### config.mk
export PLATFORM = sky130hd
export DESIGN_NAME = gst_timer
export DESIGN_NICKNAME = d
export VERILOG_FILES = /design/src/hw/gst_pkg.sv /design/src/hw/gst_timer.sv /design/src/hw/gst_edge_detect.sv /design/src/hw/gst_prescaler.sv
export SDC_FILE = /design/constraint.sdc
export NUM_CORES = 1
export LEC_CHECK = 0
export CELL_PAD_IN_SITES_DETAIL_PLACEMENT = 1
export CELL_PAD_IN_SITES_GLOBAL_PLACEMENT = 2
export CORE_MARGIN = 2
export CORE_UTILIZATION = 40
export CTS_BUF_LIST = sky130_fd_sc_hd__clkbuf_8
export DETAILED_ROUTE_END_ITERATION = 16
export DONT_BUFFER_PORTS = 1
export HOLD_SLACK_MARGIN = 0.06
export PLACE_DENSITY = 0.78
export SYNTH_ARGS = -nofsm -noshare
export SYNTH_HDL_FRONTEND = slang
export SYNTH_SLANG_ARGS = --single-unit
### constraint.sdc
create_clock -name ref_clk -period 4 [get_ports ref_clk]
set_clock_uncertainty 0.1 [all_clocks]
set_input_delay 0.8 -clock ref_clk [delete_from_list [all_inputs] [get_ports ref_clk]]
set_output_delay 0.8 -clock ref_clk [all_outputs]
set_load 0.05 [all_outputs]
### src/hw/gst_pkg.sv
package gst_pkg;
   // ************************************************************
   // register map (byte wide)
   // ************************************************************
   localparam logic [2:0] ADDR_COUNT_LOW  = 3'h0;
   localparam logic [2:0] ADDR_COUNT_HIGH = 3'h1;
   localparam logic [2:0] ADDR_CONTROL    = 3'h2;
   localparam logic [2:0] ADDR_STATUS     = 3'h3;
   localparam logic [2:0] ADDR_MASK       = 3'h4;
   localparam logic [2:0] ADDR_PINS       = 3'h5;

   // ************************************************************
   // timer_control field positions
   // ************************************************************
   localparam int CTL_TIMER_ON   = 0;
   localparam int CTL_SOURCE_SEL = 1;
   localparam int CTL_SYNC_BYP   = 2;
   localparam int CTL_XTAL_EN    = 3;
   localparam int CTL_PRESC_LO   = 4;
   localparam int CTL_PRESC_HI   = 5;
   localparam logic [7:0] CTL_WR_MASK = 8'h3f;

   // status / mask bit
   localparam int STAT_OVERFLOW = 0;

   // ************************************************************
   // reset values and counts
   // ************************************************************
   localparam logic [7:0]  CONTROL_RESET = 8'h00;
   localparam logic [7:0]  MASK_RESET    = 8'h00;
   localparam logic [15:0] COUNT_RESET   = 16'h0000;
   localparam logic [15:0] COUNT_MAX     = 16'hffff;
   // instruction cycle is four oscillator cycles
   localparam int INSTR_DIV = 4;
   localparam logic [1:0] INSTR_LAST = 2'(INSTR_DIV - 1);

   typedef enum logic [1:0] {
      GST_DIV1, GST_DIV2, GST_DIV4, GST_DIV8
   } gst_presc_t;

   // mask of prescale bits that must all be one for an output pulse
   function automatic logic [2:0] gst_presc_mask(input logic [1:0] sel);
      case (sel)
         2'h0:    gst_presc_mask = 3'h0;
         2'h1:    gst_presc_mask = 3'h1;
         2'h2:    gst_presc_mask = 3'h3;
         default: gst_presc_mask = 3'h7;
      endcase
   endfunction
endpackage

### src/hw/gst_timer.sv
`timescale 1ns/1ps
// Notes on behaviour
// - sixteen-bit counter, byte writes load directly
// - source bit picks instruction clock or pin
// - internal source counts prescaled instruction cycles
// - external source counts input rising edges
// - first rising edge needs prior falling edge
// - prescaler divides input by 1,2,4,8
// - prescaler hidden, cleared on count writes
// - bypass bit skips synchroniser, else synchronised
// - async mode counts in sleep, overflow wakes
// - crystal enable starts sleep-proof crystal source
// - crystal forces pin directions one, data zero
// - mode switch may drop or add one
// - rollover to zero sets overflow flag
// - prescale codes 00,01,10,11 give 1,2,4,8
// - counts only while timer_on set
module gst_timer (
   input  wire logic       ref_clk,
   input  wire logic       rst_n,
   input  wire logic [2:0] addr,
   input  wire logic [7:0] wdata,
   input  wire logic       wr,
   input  wire logic       rd,
   output logic      [7:0] rdata,
   input  wire logic       ext_count_input,
   input  wire logic       crystal_clk,
   input  wire logic       sleep,
   input  wire logic       port_dir_a,
   input  wire logic       port_dir_b,
   input  wire logic       port_data_a,
   input  wire logic       port_data_b,
   output logic            osc_pin_a_direction,
   output logic            osc_pin_b_direction,
   output logic            osc_pin_a_data,
   output logic            osc_pin_b_data,
   output logic            crystal_osc_run,
   output logic            irq
);
   import gst_pkg::*;

   // ************************************************************
   // state
   // ************************************************************
   logic [15:0] count;
   logic [7:0]  timer_control;
   logic [7:0]  status;
   logic [7:0]  mask;
   logic [1:0]  instr_div;
   logic        sync_p1, sync_p2;

   logic [15:0] next_count;
   logic [7:0]  next_control, next_status, next_mask, next_rdata;
   logic [1:0]  next_div;
   logic        next_p1, next_p2;
   logic        next_dir_a, next_dir_b, next_data_a, next_data_b;

   logic       timer_on, source_select, sync_bypass, crystal_osc_enable;
   gst_presc_t prescale_select;
   logic       wr_low, wr_high, wr_count, rd_status;
   logic       instr_tick, ext_rise, src_tick, run_ok, presc_pulse;
   logic       inc, rollover;
   logic [2:0] presc_cnt;

   assign timer_on           = timer_control[CTL_TIMER_ON];
   assign source_select      = timer_control[CTL_SOURCE_SEL];
   assign sync_bypass        = timer_control[CTL_SYNC_BYP];
   assign crystal_osc_enable = timer_control[CTL_XTAL_EN];
   assign prescale_select    = gst_presc_t'(timer_control[CTL_PRESC_HI:CTL_PRESC_LO]);

   assign wr_low    = wr && (addr == ADDR_COUNT_LOW);
   assign wr_high   = wr && (addr == ADDR_COUNT_HIGH);
   assign wr_count  = wr_low || wr_high;
   assign rd_status = rd && (addr == ADDR_STATUS);

   // ************************************************************
   // clock source and prescaler
   // ************************************************************
   assign instr_tick = (instr_div == INSTR_LAST);

   // crystal keeps running in sleep regardless of timer_on
   assign crystal_osc_run = crystal_osc_enable;

   // only async external counting survives sleep
   assign run_ok   = timer_on && (!sleep || (source_select && sync_bypass));
   assign src_tick = run_ok && (source_select ? ext_rise : instr_tick);

   // one sampler for both sources; flipping the enable mid-run can fake an edge
   gst_edge_detect u_edge (
      .ref_clk (ref_clk),
      .rst_n   (rst_n),
      .pin     (crystal_osc_enable ? crystal_clk : ext_count_input),
      .arm_en  (timer_on && source_select),
      .rise    (ext_rise)
   );

   gst_prescaler u_presc (
      .ref_clk (ref_clk),
      .rst_n   (rst_n),
      .tick    (src_tick),
      .clear   (wr_count),
      .sel     (prescale_select),
      .pulse   (presc_pulse),
      .cnt     (presc_cnt)
   );

   // ************************************************************
   // counter
   // ************************************************************
   always_comb begin
      next_div = 2'(instr_div + 2'h1);
      // synchronised path adds two stages; a mode switch may drop
      // or repeat a pulse held in them, which is tolerated
      next_p1  = presc_pulse && !wr_count;
      next_p2  = sync_p1 && !wr_count;
      if (source_select && !sync_bypass) begin
         inc = sync_p2 && run_ok;
      end else begin
         inc = presc_pulse;
      end
      rollover   = inc && (count == COUNT_MAX);
      next_count = count;
      if (inc) begin
         next_count = 16'(count + 16'h0001);
      end
      if (wr_low) begin
         next_count[7:0] = wdata;
      end
      if (wr_high) begin
         next_count[15:8] = wdata;
      end
   end

   always_ff @(posedge ref_clk) begin
      if (!rst_n) begin
         count     <= COUNT_RESET;
         instr_div <= 2'h0;
         sync_p1   <= 1'b0;
         sync_p2   <= 1'b0;
      end else begin
         count     <= next_count;
         instr_div <= next_div;
         sync_p1   <= next_p1;
         sync_p2   <= next_p2;
      end
   end

   // ************************************************************
   // registers, interrupt and pin override
   // ************************************************************
   always_comb begin
      next_control = timer_control;
      next_mask    = mask;
      next_status  = status;
      if (wr && addr == ADDR_CONTROL) begin
         next_control = wdata & CTL_WR_MASK;
      end
      if (wr && addr == ADDR_MASK) begin
         next_mask = wdata & 8'h01;
      end
      if (rd_status) begin
         next_status = 8'h00;
      end
      // set beats the read-clear
      if (rollover) begin
         next_status[STAT_OVERFLOW] = 1'b1;
      end
      // no latch on the high byte; a running count may carry between reads
      next_rdata = 8'h00;
      if (rd) begin
         case (addr)
            ADDR_COUNT_LOW:  next_rdata = count[7:0];
            ADDR_COUNT_HIGH: next_rdata = count[15:8];
            ADDR_CONTROL:    next_rdata = timer_control;
            ADDR_STATUS:     next_rdata = status;
            ADDR_MASK:       next_rdata = mask;
            ADDR_PINS:       next_rdata = {4'h0, osc_pin_b_direction, osc_pin_a_direction,
                                           osc_pin_b_data, osc_pin_a_data};
            default:         next_rdata = 8'h00;
         endcase
      end
      next_dir_a  = port_dir_a || crystal_osc_enable;
      next_dir_b  = port_dir_b || crystal_osc_enable;
      next_data_a = port_data_a && !crystal_osc_enable;
      next_data_b = port_data_b && !crystal_osc_enable;
   end

   always_ff @(posedge ref_clk) begin
      if (!rst_n) begin
         timer_control       <= CONTROL_RESET;
         mask                <= MASK_RESET;
         status              <= 8'h00;
         rdata               <= 8'h00;
         osc_pin_a_direction <= 1'b0;
         osc_pin_b_direction <= 1'b0;
         osc_pin_a_data      <= 1'b0;
         osc_pin_b_data      <= 1'b0;
      end else begin
         timer_control       <= next_control;
         mask                <= next_mask;
         status              <= next_status;
         rdata               <= next_rdata;
         osc_pin_a_direction <= next_dir_a;
         osc_pin_b_direction <= next_dir_b;
         osc_pin_a_data      <= next_data_a;
         osc_pin_b_data      <= next_data_b;
      end
   end

   assign irq = |(status & mask);
endmodule // gst_timer

### src/hw/gst_edge_detect.sv
`timescale 1ns/1ps
// ************************************************************
// pin sampler and armed rising-edge detector
// ************************************************************
module gst_edge_detect (
   input  wire logic ref_clk,
   input  wire logic rst_n,
   input  wire logic pin,
   input  wire logic arm_en,
   output logic      rise
);
   import gst_pkg::*;

   logic s1, s2, s3, level, armed;
   logic next_level, next_armed;
   logic stable;

   assign stable = (s2 == s3);

   always_comb begin
      next_level = level;
      next_armed = armed;
      rise       = 1'b0;
      if (stable && !s3 && level) begin
         next_level = 1'b0;
         next_armed = 1'b1;
      end else if (stable && s3 && !level) begin
         next_level = 1'b1;
         rise       = armed;
      end
      if (!arm_en) begin
         next_armed = 1'b0;
      end
   end

   always_ff @(posedge ref_clk) begin
      if (!rst_n) begin
         s1    <= 1'b0;
         s2    <= 1'b0;
         s3    <= 1'b0;
         level <= 1'b0;
         armed <= 1'b0;
      end else begin
         s1    <= pin;
         s2    <= s1;
         s3    <= s2;
         level <= next_level;
         armed <= next_armed;
      end
   end
endmodule // gst_edge_detect

### src/hw/gst_prescaler.sv
`timescale 1ns/1ps
// ************************************************************
// 1/2/4/8 prescaler, hidden from software
// ************************************************************
module gst_prescaler (
   input  wire logic                ref_clk,
   input  wire logic                rst_n,
   input  wire logic                tick,
   input  wire logic                clear,
   input  wire gst_pkg::gst_presc_t sel,
   output logic                     pulse,
   output logic [2:0]               cnt
);
   import gst_pkg::*;

   logic [2:0] next_cnt;
   logic [2:0] msk;

   always_comb begin
      msk      = gst_presc_mask(sel);
      pulse    = tick && !clear && ((cnt & msk) == msk);
      next_cnt = cnt;
      if (clear) begin
         next_cnt = 3'h0;
      end else if (tick) begin
         next_cnt = pulse ? 3'h0 : 3'(cnt + 3'h1);
      end
   end

   always_ff @(posedge ref_clk) begin
      if (!rst_n) begin
         cnt <= 3'h0;
      end else begin
         cnt <= next_cnt;
      end
   end
endmodule // gst_prescaler

==> out/results.txt, run 1 <==
Asr flop ratio synth - 0%
Min Tclk post-route - 2160 ps
RSZ-0062 raised after global routing - no
# diodes - 0
Dominant cell type by area after synthesis - dfxtp_1
Synth cell count leaders - dfxtp_1 (48), nor2_1 (25), o21ai_0 (22)
Compound-Gate Fraction of Synth Area - 17.2%
Crit path largest cell delay - 450 ps
Clk sinks - 48
Via count - 1,984
Synth Cell Area - 2400 sq um
Largest buffer count on any clock path - 2
Gate Count Post-Synth - 279
FF-to-FF Start - count[0]
RD Place Congestion - 0.752
Cell family with the largest share of critical-path delay - simple AND/OR/NAND/NOR gates
GRT Total Usage - 20.9%
Met1 Routed Length - 3.04 mm
Max VDD drop - 0.000129 V
Post-CTS Setup Bufs - 0
Post-route ant nets - 0
Area grow syn2layout - 4.59%
Fin nets - 294
Seq/Total Area, Yosys - 40.0%
Vias in the first global route - 1,930
FF+latch count, synth - 48
Average size of a mapped cell - 8.61 sq um
Io pins - 36
Slew Limit Fails - 0
Avg WL per Cell - 18.5 microns
Syn_nets - 304
Final Hold Viols - 0
Row Count - 28
DRT iter0 DRCs - 92
Tcrit/Tclk final - 53.9%
Critical Path Source Type - flip-flop
Post-synthesis cell type count - 54
Synth warnings - 0
CTS Root Buffer Type - clkbuf_8
Crit path depth - 7
Endpoints failing setup - 0
Min-Delay Path Class - flip-flop to flip-flop
CTS Hold Buffers Added - 0
Final wirelength - 6.37 mm
CTS tree - done
Crit path cell chain - ha_1 > nand3_1 > or2_1 > nand2b_1 > nor4b_2 > xnor2_1 > a21oi_1
Multi-input gate area - 1330 sq um
Fraction of synthesized cell area in xor and xnor cells - 1.09%
Largest net degree at the start of global routing - 46
Setup TNS - 0 ps
Core area - 5850 sq um
Yosys top cell area share - 40.0%
Fillers - 693
Routed wl met3 - 261 microns
# port buffers - 0
CP bufs+invs - 0
Top sig layer - met4
Mux share of post-synthesis cell area - 8.60%
Hold Crit Start - sync_p1
CP Class - flip-flop to flip-flop
Worst reg2reg setup slack - 1840 ps
Synth top area cells - dfxtp_1 (40%), mux2i_1 (6.3%), o21ai_0 (4.6%)
Simple logic cell fraction of the synthesized area - 27.0%
Worst skew pair latency - 300 ps
Initial core utilization - 41.0%
GRT Residual Overflow - 0
Leakage - 0.809 nW
Worst Reg-to-Reg Cells - 7
Main combinational cell family by area after synthesis - simple AND/OR/NAND/NOR gates
Hold slack - 312 ps
Critical path's slowest cell - dfxtp_1
Critical Path AT - 2240 ps
Outcome - complete, no violations
CTS buffer count - 5
Initial antenna violation count - 0
Fmax - 0.464 GHz
Crit path launch - count[0]
Vias per cell - 5.75
Power per cell area - 347 nW/um^2
Cells on Worst Hold Path - 2
Register area - 961 sq um
Post_cts resized - 0
First-pass GRT wire length - 10.3 mm
Critical-path maximum fanout - 6
Detail Route met2 WL - 3.00 mm
Die area - 6640 sq um
Residual DRC count - 0
Worst Max-Slew Pin Slew - 898 ps
Critical path required time - 4080 ps
Post-DP HPWL - 4.65 mm
DRT Pass-1 Iters - 4
CTS H-tree lvls - 2
Clock edge transition at the registers on the reported setup and hold paths - 90 ps
Count leader, synth - dfxtp_1
Layout cells sized above 1 - 7.04%
Ys flop type - dfxtp_1
Crit end category - flip-flop
Max-cap check violation count - 0
Die width - 81.5 microns
Post-synth EDFFs - 0
Die height - 81.5 microns
Slew headroom - 40.0%
Synth Area in Adders - 1.56%
[report_power, final]
group / switching (W) / total [W] / internal [W] / leakage (nW)
combinational: 0.0000243 / 0.0000493 / 0.0000250 / 0.376
clock: 0.000169 / 0.000309 / 0.000140 / 0.0434
sequential: 0.0000235 / 0.000514 / 0.000490 / 0.390
[metal layers]
metal / vias up / global-route usage, %
met5: - / 0
met1: 959 / 27.4
met2: 39 / 35.2
met3: 7 / 3.85
met4: 0 / 5.59
li1: 979 / -
[area by class of cell]
cell class	instances	area share, %
multi-input combinational	207	53.1
sequential	48	38.3
tap	75	3.74
clock buffer	6	3.29
inverter	7	1.05
clock inverter	2	0.598
[state kept, by name (all words and copies together) (netlist names), 2 cells and up]
| name | flops |
|---|---|
| u_presc.cnt | 3 |
| count | 16 |
| instr_div | 2 |
| timer_control | 6 |
| rdata | 8 |
[final timing paths]
check,to
max,count[10]
min reg2reg,sync_p2
max reg2reg,count[10]
min,sync_p2
[per-stage QoR]
step	utilization [%]	cell area [sq um]	instances	power [W]	worst slack, ps
6_report	42.9	2510	345	0.000872	1840
5_1_grt	42.9	2510	345	0.000917	1630
4_1_cts	42.9	2510	345	0.000884	1820
3_5_place_dp	41.3	2410	337	0.000574	1550
3_3_place_gp	41.3	2410	337	0.000573	1590
2_1_floorplan	-	2400	279	0.000573	1770
[cell usage in the layout, fill, tap and decap left out, types with 3 or more instances in the layout]
| master | Yosys | layout |
|---|---|---|
| and3b_1 | 3 | 3 |
| dfxtp_1 | 48 | 48 |
| o21ai_0 | 22 | 22 |
| and2_1 | 5 | 5 |
| ha_1 | 3 | 3 |
| nor3_1 | 5 | 5 |
| a31oi_1 | 12 | 12 |
| a21oi_1 | 10 | 10 |
| inv_1 | 7 | 7 |
| or3_1 | 8 | 8 |
| nand4_1 | 6 | 6 |
| nor2b_1 | 13 | 13 |
| xnor2_1 | 3 | 3 |
| nand3_1 | 13 | 13 |
| clkbuf_8 | 0 | 6 |
| nand2b_1 | 3 | 3 |
| mux2i_1 | 15 | 15 |
| a22oi_1 | 4 | 4 |
| mux2_2 | 3 | 3 |
| nor2_1 | 25 | 25 |
| nand2_1 | 16 | 16 |
[tightest hold or removal path, cell delays in order (launching register included)]
cell     delay [ps]
dfxtp_1         300
inv_1            40
nor2_1           30
[kinds of logic (layout without fill, tap and decap cells)]
| group | count (synthesis) | count (layout) |
|---|---|---|
| simple gates | 117 | 117 |
| xor+xnor | 3 | 3 |
| fa+ha+maj | 3 | 3 |
| mux | 19 | 19 |
| buf+inv | 24 | 15 |
| compound gates | 65 | 65 |
| flops | 48 | 48 |
(Power assumes the default switching activity.)
==> run 2: changes to the inputs <==
Settings changed: CORE_UTILIZATION 40 to 35, PLACE_DENSITY 0.78 to 0.72.
Clock period 4 ns to 1.75 ns, I/O delays scaled along.
==> out/results.txt, run 2 (synthesis gave the netlist of run 1 again) <==
CTS H-tree lvls - 2 (unchanged)
Die width - 86.8 microns (+6.6%)
Row Count - 30 (+7.1%)
Slew Limit Fails - 0 (unchanged)
RD Place Congestion - 0.765 (+1.6%)
Avg WL per Cell - 18.4 microns (-0.15%)
Total power - 0.00207 W (+140%)
Clock edge transition at the registers on the reported setup and hold paths - 100 ps (about the same)
Tcrit/Tclk final - 105% (+51 points)
Post-place setup slack - -197 ps (-1750 ps)
Int Pwr - 0.00154 W (+140%)
Residual DRC count - 0 (unchanged)
Final wirelength - 7.56 mm (+19%)
Largest buffer count on any clock path - 2 (unchanged)
CTS buffer count - 5 (unchanged)
Area grow syn2layout - 30.6%
Worst setup margin - -89.1 ps (-1930 ps)
Worst skew pair latency - 300 ps (about the same)
Largest regs - count: 16 flops, rdata: 8 flops, timer_control: 6 flops
Vias in the first global route - 2,251 (+17%)
Final Hold Viols - 0 (unchanged)
Vias per cell - 5.50 (-4.4%)
Sw power - 0.000529 W (+140%)
Worst reg2reg setup slack - -90 ps (-1930 ps)
Via count - 2,253 (+14%)
Critical-path maximum fanout - 7 (+1)
# port buffers - 0 (unchanged)
Clk pwr share - 34.4% (-1.0 points)
Fillers - 791 (+14%)
Die area - 7540 sq um (+14%)
Max FFs per register - 16 (unchanged)
First-pass GRT wire length - 11.8 mm (+14%)
RSZ-0062 raised after global routing - yes
Worst Max-Slew Pin Slew - 527 ps (-372 ps)
Sw Share - 25.6% (+0.73 points)
Gate power share - 10.4% (+4.7 points)
Setup TNS - -626 ps (-626 ps)
Detail Route met2 WL - 3.53 mm (+18%)
Routed wl met3 - 298 microns (+14%)
Outcome - complete, but fails checks
DRT Pass-1 Iters - 4 (unchanged)
Critical path required time - 1850 ps (-2230 ps)
Core area - 6720 sq um (+15%)
Die height - 86.8 microns (+6.6%)
Fin nets - 355 (+21%)
GRT Total Usage - 20.4% (-0.49 points)
Most frequent cells in the layout - buf_4 (52), dfxtp_1 (39), nor2_1 (23)
Layout Cells excl Fill - 410 (+19%)
Layout cells sized above 1 - 30.0% (+23 points)
CTS tree - done
Crit end category - flip-flop
Fmax - 0.544 GHz (+17%)
Max-cap check violation count - 0 (unchanged)
Critical Path Source Type - flip-flop
Most flop-heavy register - count
Min Tclk post-route - 1840 ps (-318 ps)
Slew headroom - 65.1% (+25 points)
Endpoints failing setup - 11 (+11)
Reg power frac - 55.2% (-3.7 points)
# diodes - 0 (unchanged)
CTS Root Buffer Type - clkbuf_8
Clk sinks - 48 (unchanged)
Post-DP HPWL - 5.22 mm (+12%)
CP Class - flip-flop to flip-flop
Placed cells - 388 (+15%)
Io pins - 36 (unchanged)
Min-Delay Path Class - primary input to flip-flop
Commonest non-fill, non-tap cell in the layout - buf_4
Met1 Routed Length - 3.60 mm (+19%)
Post-route ant nets - 0 (unchanged)
Power per cell area - 660 nW/um^2 (+90%)
Top sig layer - met4
Post-Route Utilization - 46.7% (+3.8 points)
Initial antenna violation count - 0 (unchanged)
Largest net degree at the start of global routing - 46 (unchanged)
Failing checks - negative setup slack
Max VDD drop - 0.000478 V (+270%)
Leakage - 1.17 nW (+45%)
DRT iter0 DRCs - 114 (+24%)
GRT Residual Overflow - 0 (unchanged)
Critical Path AT - 1940 ps (-300 ps)
Initial core utilization - 35.7% (-5.3 points)
## run 2: metal layers
metal	up-vias	global-route usage, %
met3	8	4.67
met5	-	0
met1	1082	27.7
li1	1111	-
met2	52	32.5
met4	0	5.68
## run 2: final timing paths
kind | from | to | depth (start not counted)
min reg2reg | instr_div[0] | instr_div[0] | 1
min | rst_n | instr_div[1] | 1
max | u_edge.s3 | count[1] | 7
max reg2reg | u_edge.s3 | count[1] | 7
## run 2: repair_timing
item,in CTS,in global routing
setup endpoints to repair,17,17
hold endpoints to repair,6,2
resized for setup,20,12
pin swaps,7,14
buffers inserted,2,7
hold buffers,4,2
gates cloned,1,0
## run 2: through the flow
stage / area (sq um) / hold slack, ps
4_1_cts: 3020 / 61.6
2_1_floorplan: 2440 / 294
5_1_grt: 3140 / 59.0
3_5_place_dp: 2800 / 304
3_3_place_gp: 2800 / 298
6_report: 3140 / 77.0
## run 2: layout make-up
class	instances	area [sq um]	area share, %
clock inverters	1	8.76	0.279
well taps	80	100	3.19
flip-flops and latches	48	980	31.2
clock buffers	6	82.6	2.63
inverters	7	26.3	0.838
repair buffers	60	473	15.1
multi-input cells	208	1470	46.7
## run 2: power groups by stage
stage / Combinational (W) / Clock [W] / Sequential [W]
after floorplan: 0.000124 / 0 / 0.00119
after global placement: 0.000184 / 0 / 0.00117
after detailed placement: 0.000187 / 0 / 0.00117
after CTS: 0.000204 / 0.000735 / 0.00115
after global routing: 0.000233 / 0.000788 / 0.00115
final: 0.000215 / 0.000713 / 0.00114
## run 2: worst max-delay path, cell delays in order, from the launching register on
cell      delay (ps)
dfxtp_2          340
and4b_1          200
or2b_1           250
and3_4           220
a21boi_4         230
buf_4            160
mux2i_1          160
a21oi_1           80
==> run 3: changes to the inputs <==
Settings changed: CELL_PAD_IN_SITES_GLOBAL_PLACEMENT 2 to 1, CORE_UTILIZATION 35 to 40, PLACE_DENSITY 0.72 to 0.67.
==> out/results.txt, run 3 (synthesis gave the netlist of run 1 again) <==
Outcome - complete, but fails checks
Failing checks - negative setup slack
# port buffers - 0 (unchanged)
CTS Root Buffer Type - clkbuf_8
Vias in the first global route - 2,384 (+5.9%)
Post-route ant nets - 0 (unchanged)
Fillers - 683 (-14%)
Post-DP HPWL - 5.43 mm (+4.1%)
Tcrit/Tclk final - 107% (+2.2 points)
Slew Limit Fails - 0 (unchanged)
DRT iter0 DRCs - 96 (-16%)
DRT Pass-1 Iters - 4 (unchanged)
GRT Total Usage - 24.1% (+3.7 points)
Die width - 81.5 microns (-6.2%)
Register area - 976 sq um (-0.38%)
RD Place Congestion - 0.794 (+3.8%)
CTS buffer count - 5 (unchanged)
Slew headroom - 66.2% (+1.1 points)
Vias per cell - 5.69 (+3.5%)
Most flop-heavy register - count
Core area - 5850 sq um (-13%)
Residual DRC count - 0 (unchanged)
RSZ-0062 raised after global routing - yes
Critical-path maximum fanout - 7 (unchanged)
Worst reg2reg setup slack - -130 ps (-40 ps)
Layout cells sized above 1 - 30.6% (+0.61 points)
Largest regs - count: 16 flops, rdata: 8 flops, timer_control: 6 flops
Min-Delay Path Class - primary input to flip-flop
# diodes - 0 (unchanged)
Endpoints failing setup - 14 (+3)
Largest net degree at the start of global routing - 45 (-2.2%)
Io pins - 36 (unchanged)
Worst Max-Slew Pin Slew - 510 ps (-16.6 ps)
Initial core utilization - 41.0% (+5.3 points)
Gate power share - 10.5% (about the same)
Clk sinks - 48 (unchanged)
Critical Path Source Type - flip-flop
Die height - 81.5 microns (-6.2%)
Area grow syn2layout - 31.0%
Fmax - 0.532 GHz (-2.1%)
Die area - 6640 sq um (-12%)
Max FFs per register - 16 (unchanged)
First-pass GRT wire length - 12.0 mm (+2.1%)
Avg WL per Cell - 19.1 microns (+3.6%)
Int Pwr - 0.00156 W (+0.86%)
Worst skew pair latency - 320 ps (+20 ps)
Clock edge transition at the registers on the reported setup and hold paths - 100 ps (about the same)
Hold slack - 63.5 ps (-13.5 ps)
CTS H-tree lvls - 2 (unchanged)
Reg power frac - 54.3% (-0.9 points)
GRT Residual Overflow - 0 (unchanged)
Min Tclk post-route - 1880 ps (+38.9 ps)
Max VDD drop - 0.000396 V (-17%)
Crit path largest cell delay - 420 ps (+80 ps)
Dpl cell area - 2780 sq um (-0.49%)
Largest buffer count on any clock path - 2 (unchanged)
Design area - 3140 sq um (+0.24%)
Initial antenna violation count - 0 (unchanged)
Leakage - 1.20 nW (+2.8%)
Crit end category - flip-flop
Critical path's slowest cell - or4_1
Multi-input gate area - 1480 sq um (+1.0%)
Via count - 2,303 (+2.2%)
Critical path required time - 1900 ps (+50 ps)
Final Hold Viols - 0 (unchanged)
Fin nets - 354 (-0.28%)
Crit path cell chain - and4b_1 > or2b_1 > and3_4 > a21boi_4 > or4_1 > a31oi_1
Row Count - 28 (-6.7%)
Most frequent cells in the layout - buf_4 (49), dfxtp_1 (38), nor2_1 (22)
CP Class - flip-flop to flip-flop
Power per cell area - 671 nW/um^2 (+1.6%)
Final wirelength - 7.73 mm (+2.4%)
CTS tree - done
Max-cap check violation count - 0 (unchanged)
Sw Share - 26.3% (+0.73 points)
Commonest non-fill, non-tap cell in the layout - buf_4
Sw power - 0.000554 W (+4.8%)
Worst setup margin - -128 ps (-38.9 ps)
Critical Path AT - 2030 ps (+90 ps)
Clk pwr share - 35.2% (+0.8 points)
[run 3: layout make-up]
type,count,area share (%)
Multi-Input combinational cell,208,47.1
Inverter,7,0.836
Tap cell,75,2.98
Timing Repair Buffer,59,15.0
Clock buffer,6,2.63
Clock inverter,2,0.438
Sequential cell,48,31.0
[run 3: timing repair]
| action | 4_1_cts | 5_1_grt |
|---|---|---|
| endpoints found under the hold margin | 8 | 2 |
| setup endpoints to repair | 17 | 20 |
| hold buffers | 7 | 1 |
| pin swaps | 8 | 12 |
| cloned | 1 | 0 |
| buffers inserted | 5 | 1 |
| gates resized for setup | 20 | 17 |
[run 3: metal layers]
layer	share of wire [%]	vias to the layer above	global-route usage, %
met2	50	42	43.1
met1	44	1142	29.9
met5	0	-	0
met4	0.87	0	6.10
li1	-	1110	-
met3	4.4	9	4.18
[run 3: metrics by stage]
step / setup WS, ps / instances / util (%) / total power (W) / setup TNS [ps]
finish: -128 / 405 / 53.7 / 0.00211 / -1090
global route: -188 / 405 / 53.7 / 0.00218 / -2100
CTS: -84.2 / 403 / 52.1 / 0.00210 / -553
detailed placement: -191 / 382 / 47.5 / 0.00136 / -2070
global placement: -129 / 382 / 47.5 / 0.00135 / -1340
floorplan: -16.2 / 279 / - / 0.00131 / -16.2
[run 3: critical path: cells and delay by family (launching register included)]
family          cells  cell delay [ps]
compound gates      2              270
flops               1              330
simple gates        4             1120
[run 3: worst paths after layout]
kind                      from          endpoint  depth (start not counted)
setup / recovery  u_edge.level         count[12]                          6
hold reg to reg   instr_div[0]      instr_div[0]                          1
hold / removal           rst_n  timer_control[4]                          1
setup reg to reg  u_edge.level         count[12]                          6
[run 3: power groups by stage]
stage	clock (W)	sequential (W)	combinational, W
after floorplan	0	0.00119	0.000124
after global placement	0	0.00117	0.000183
after detailed placement	0	0.00117	0.000190
after CTS	0.000748	0.00115	0.000212
after global routing	0.000792	0.00115	0.000239
final	0.000742	0.00115	0.000221
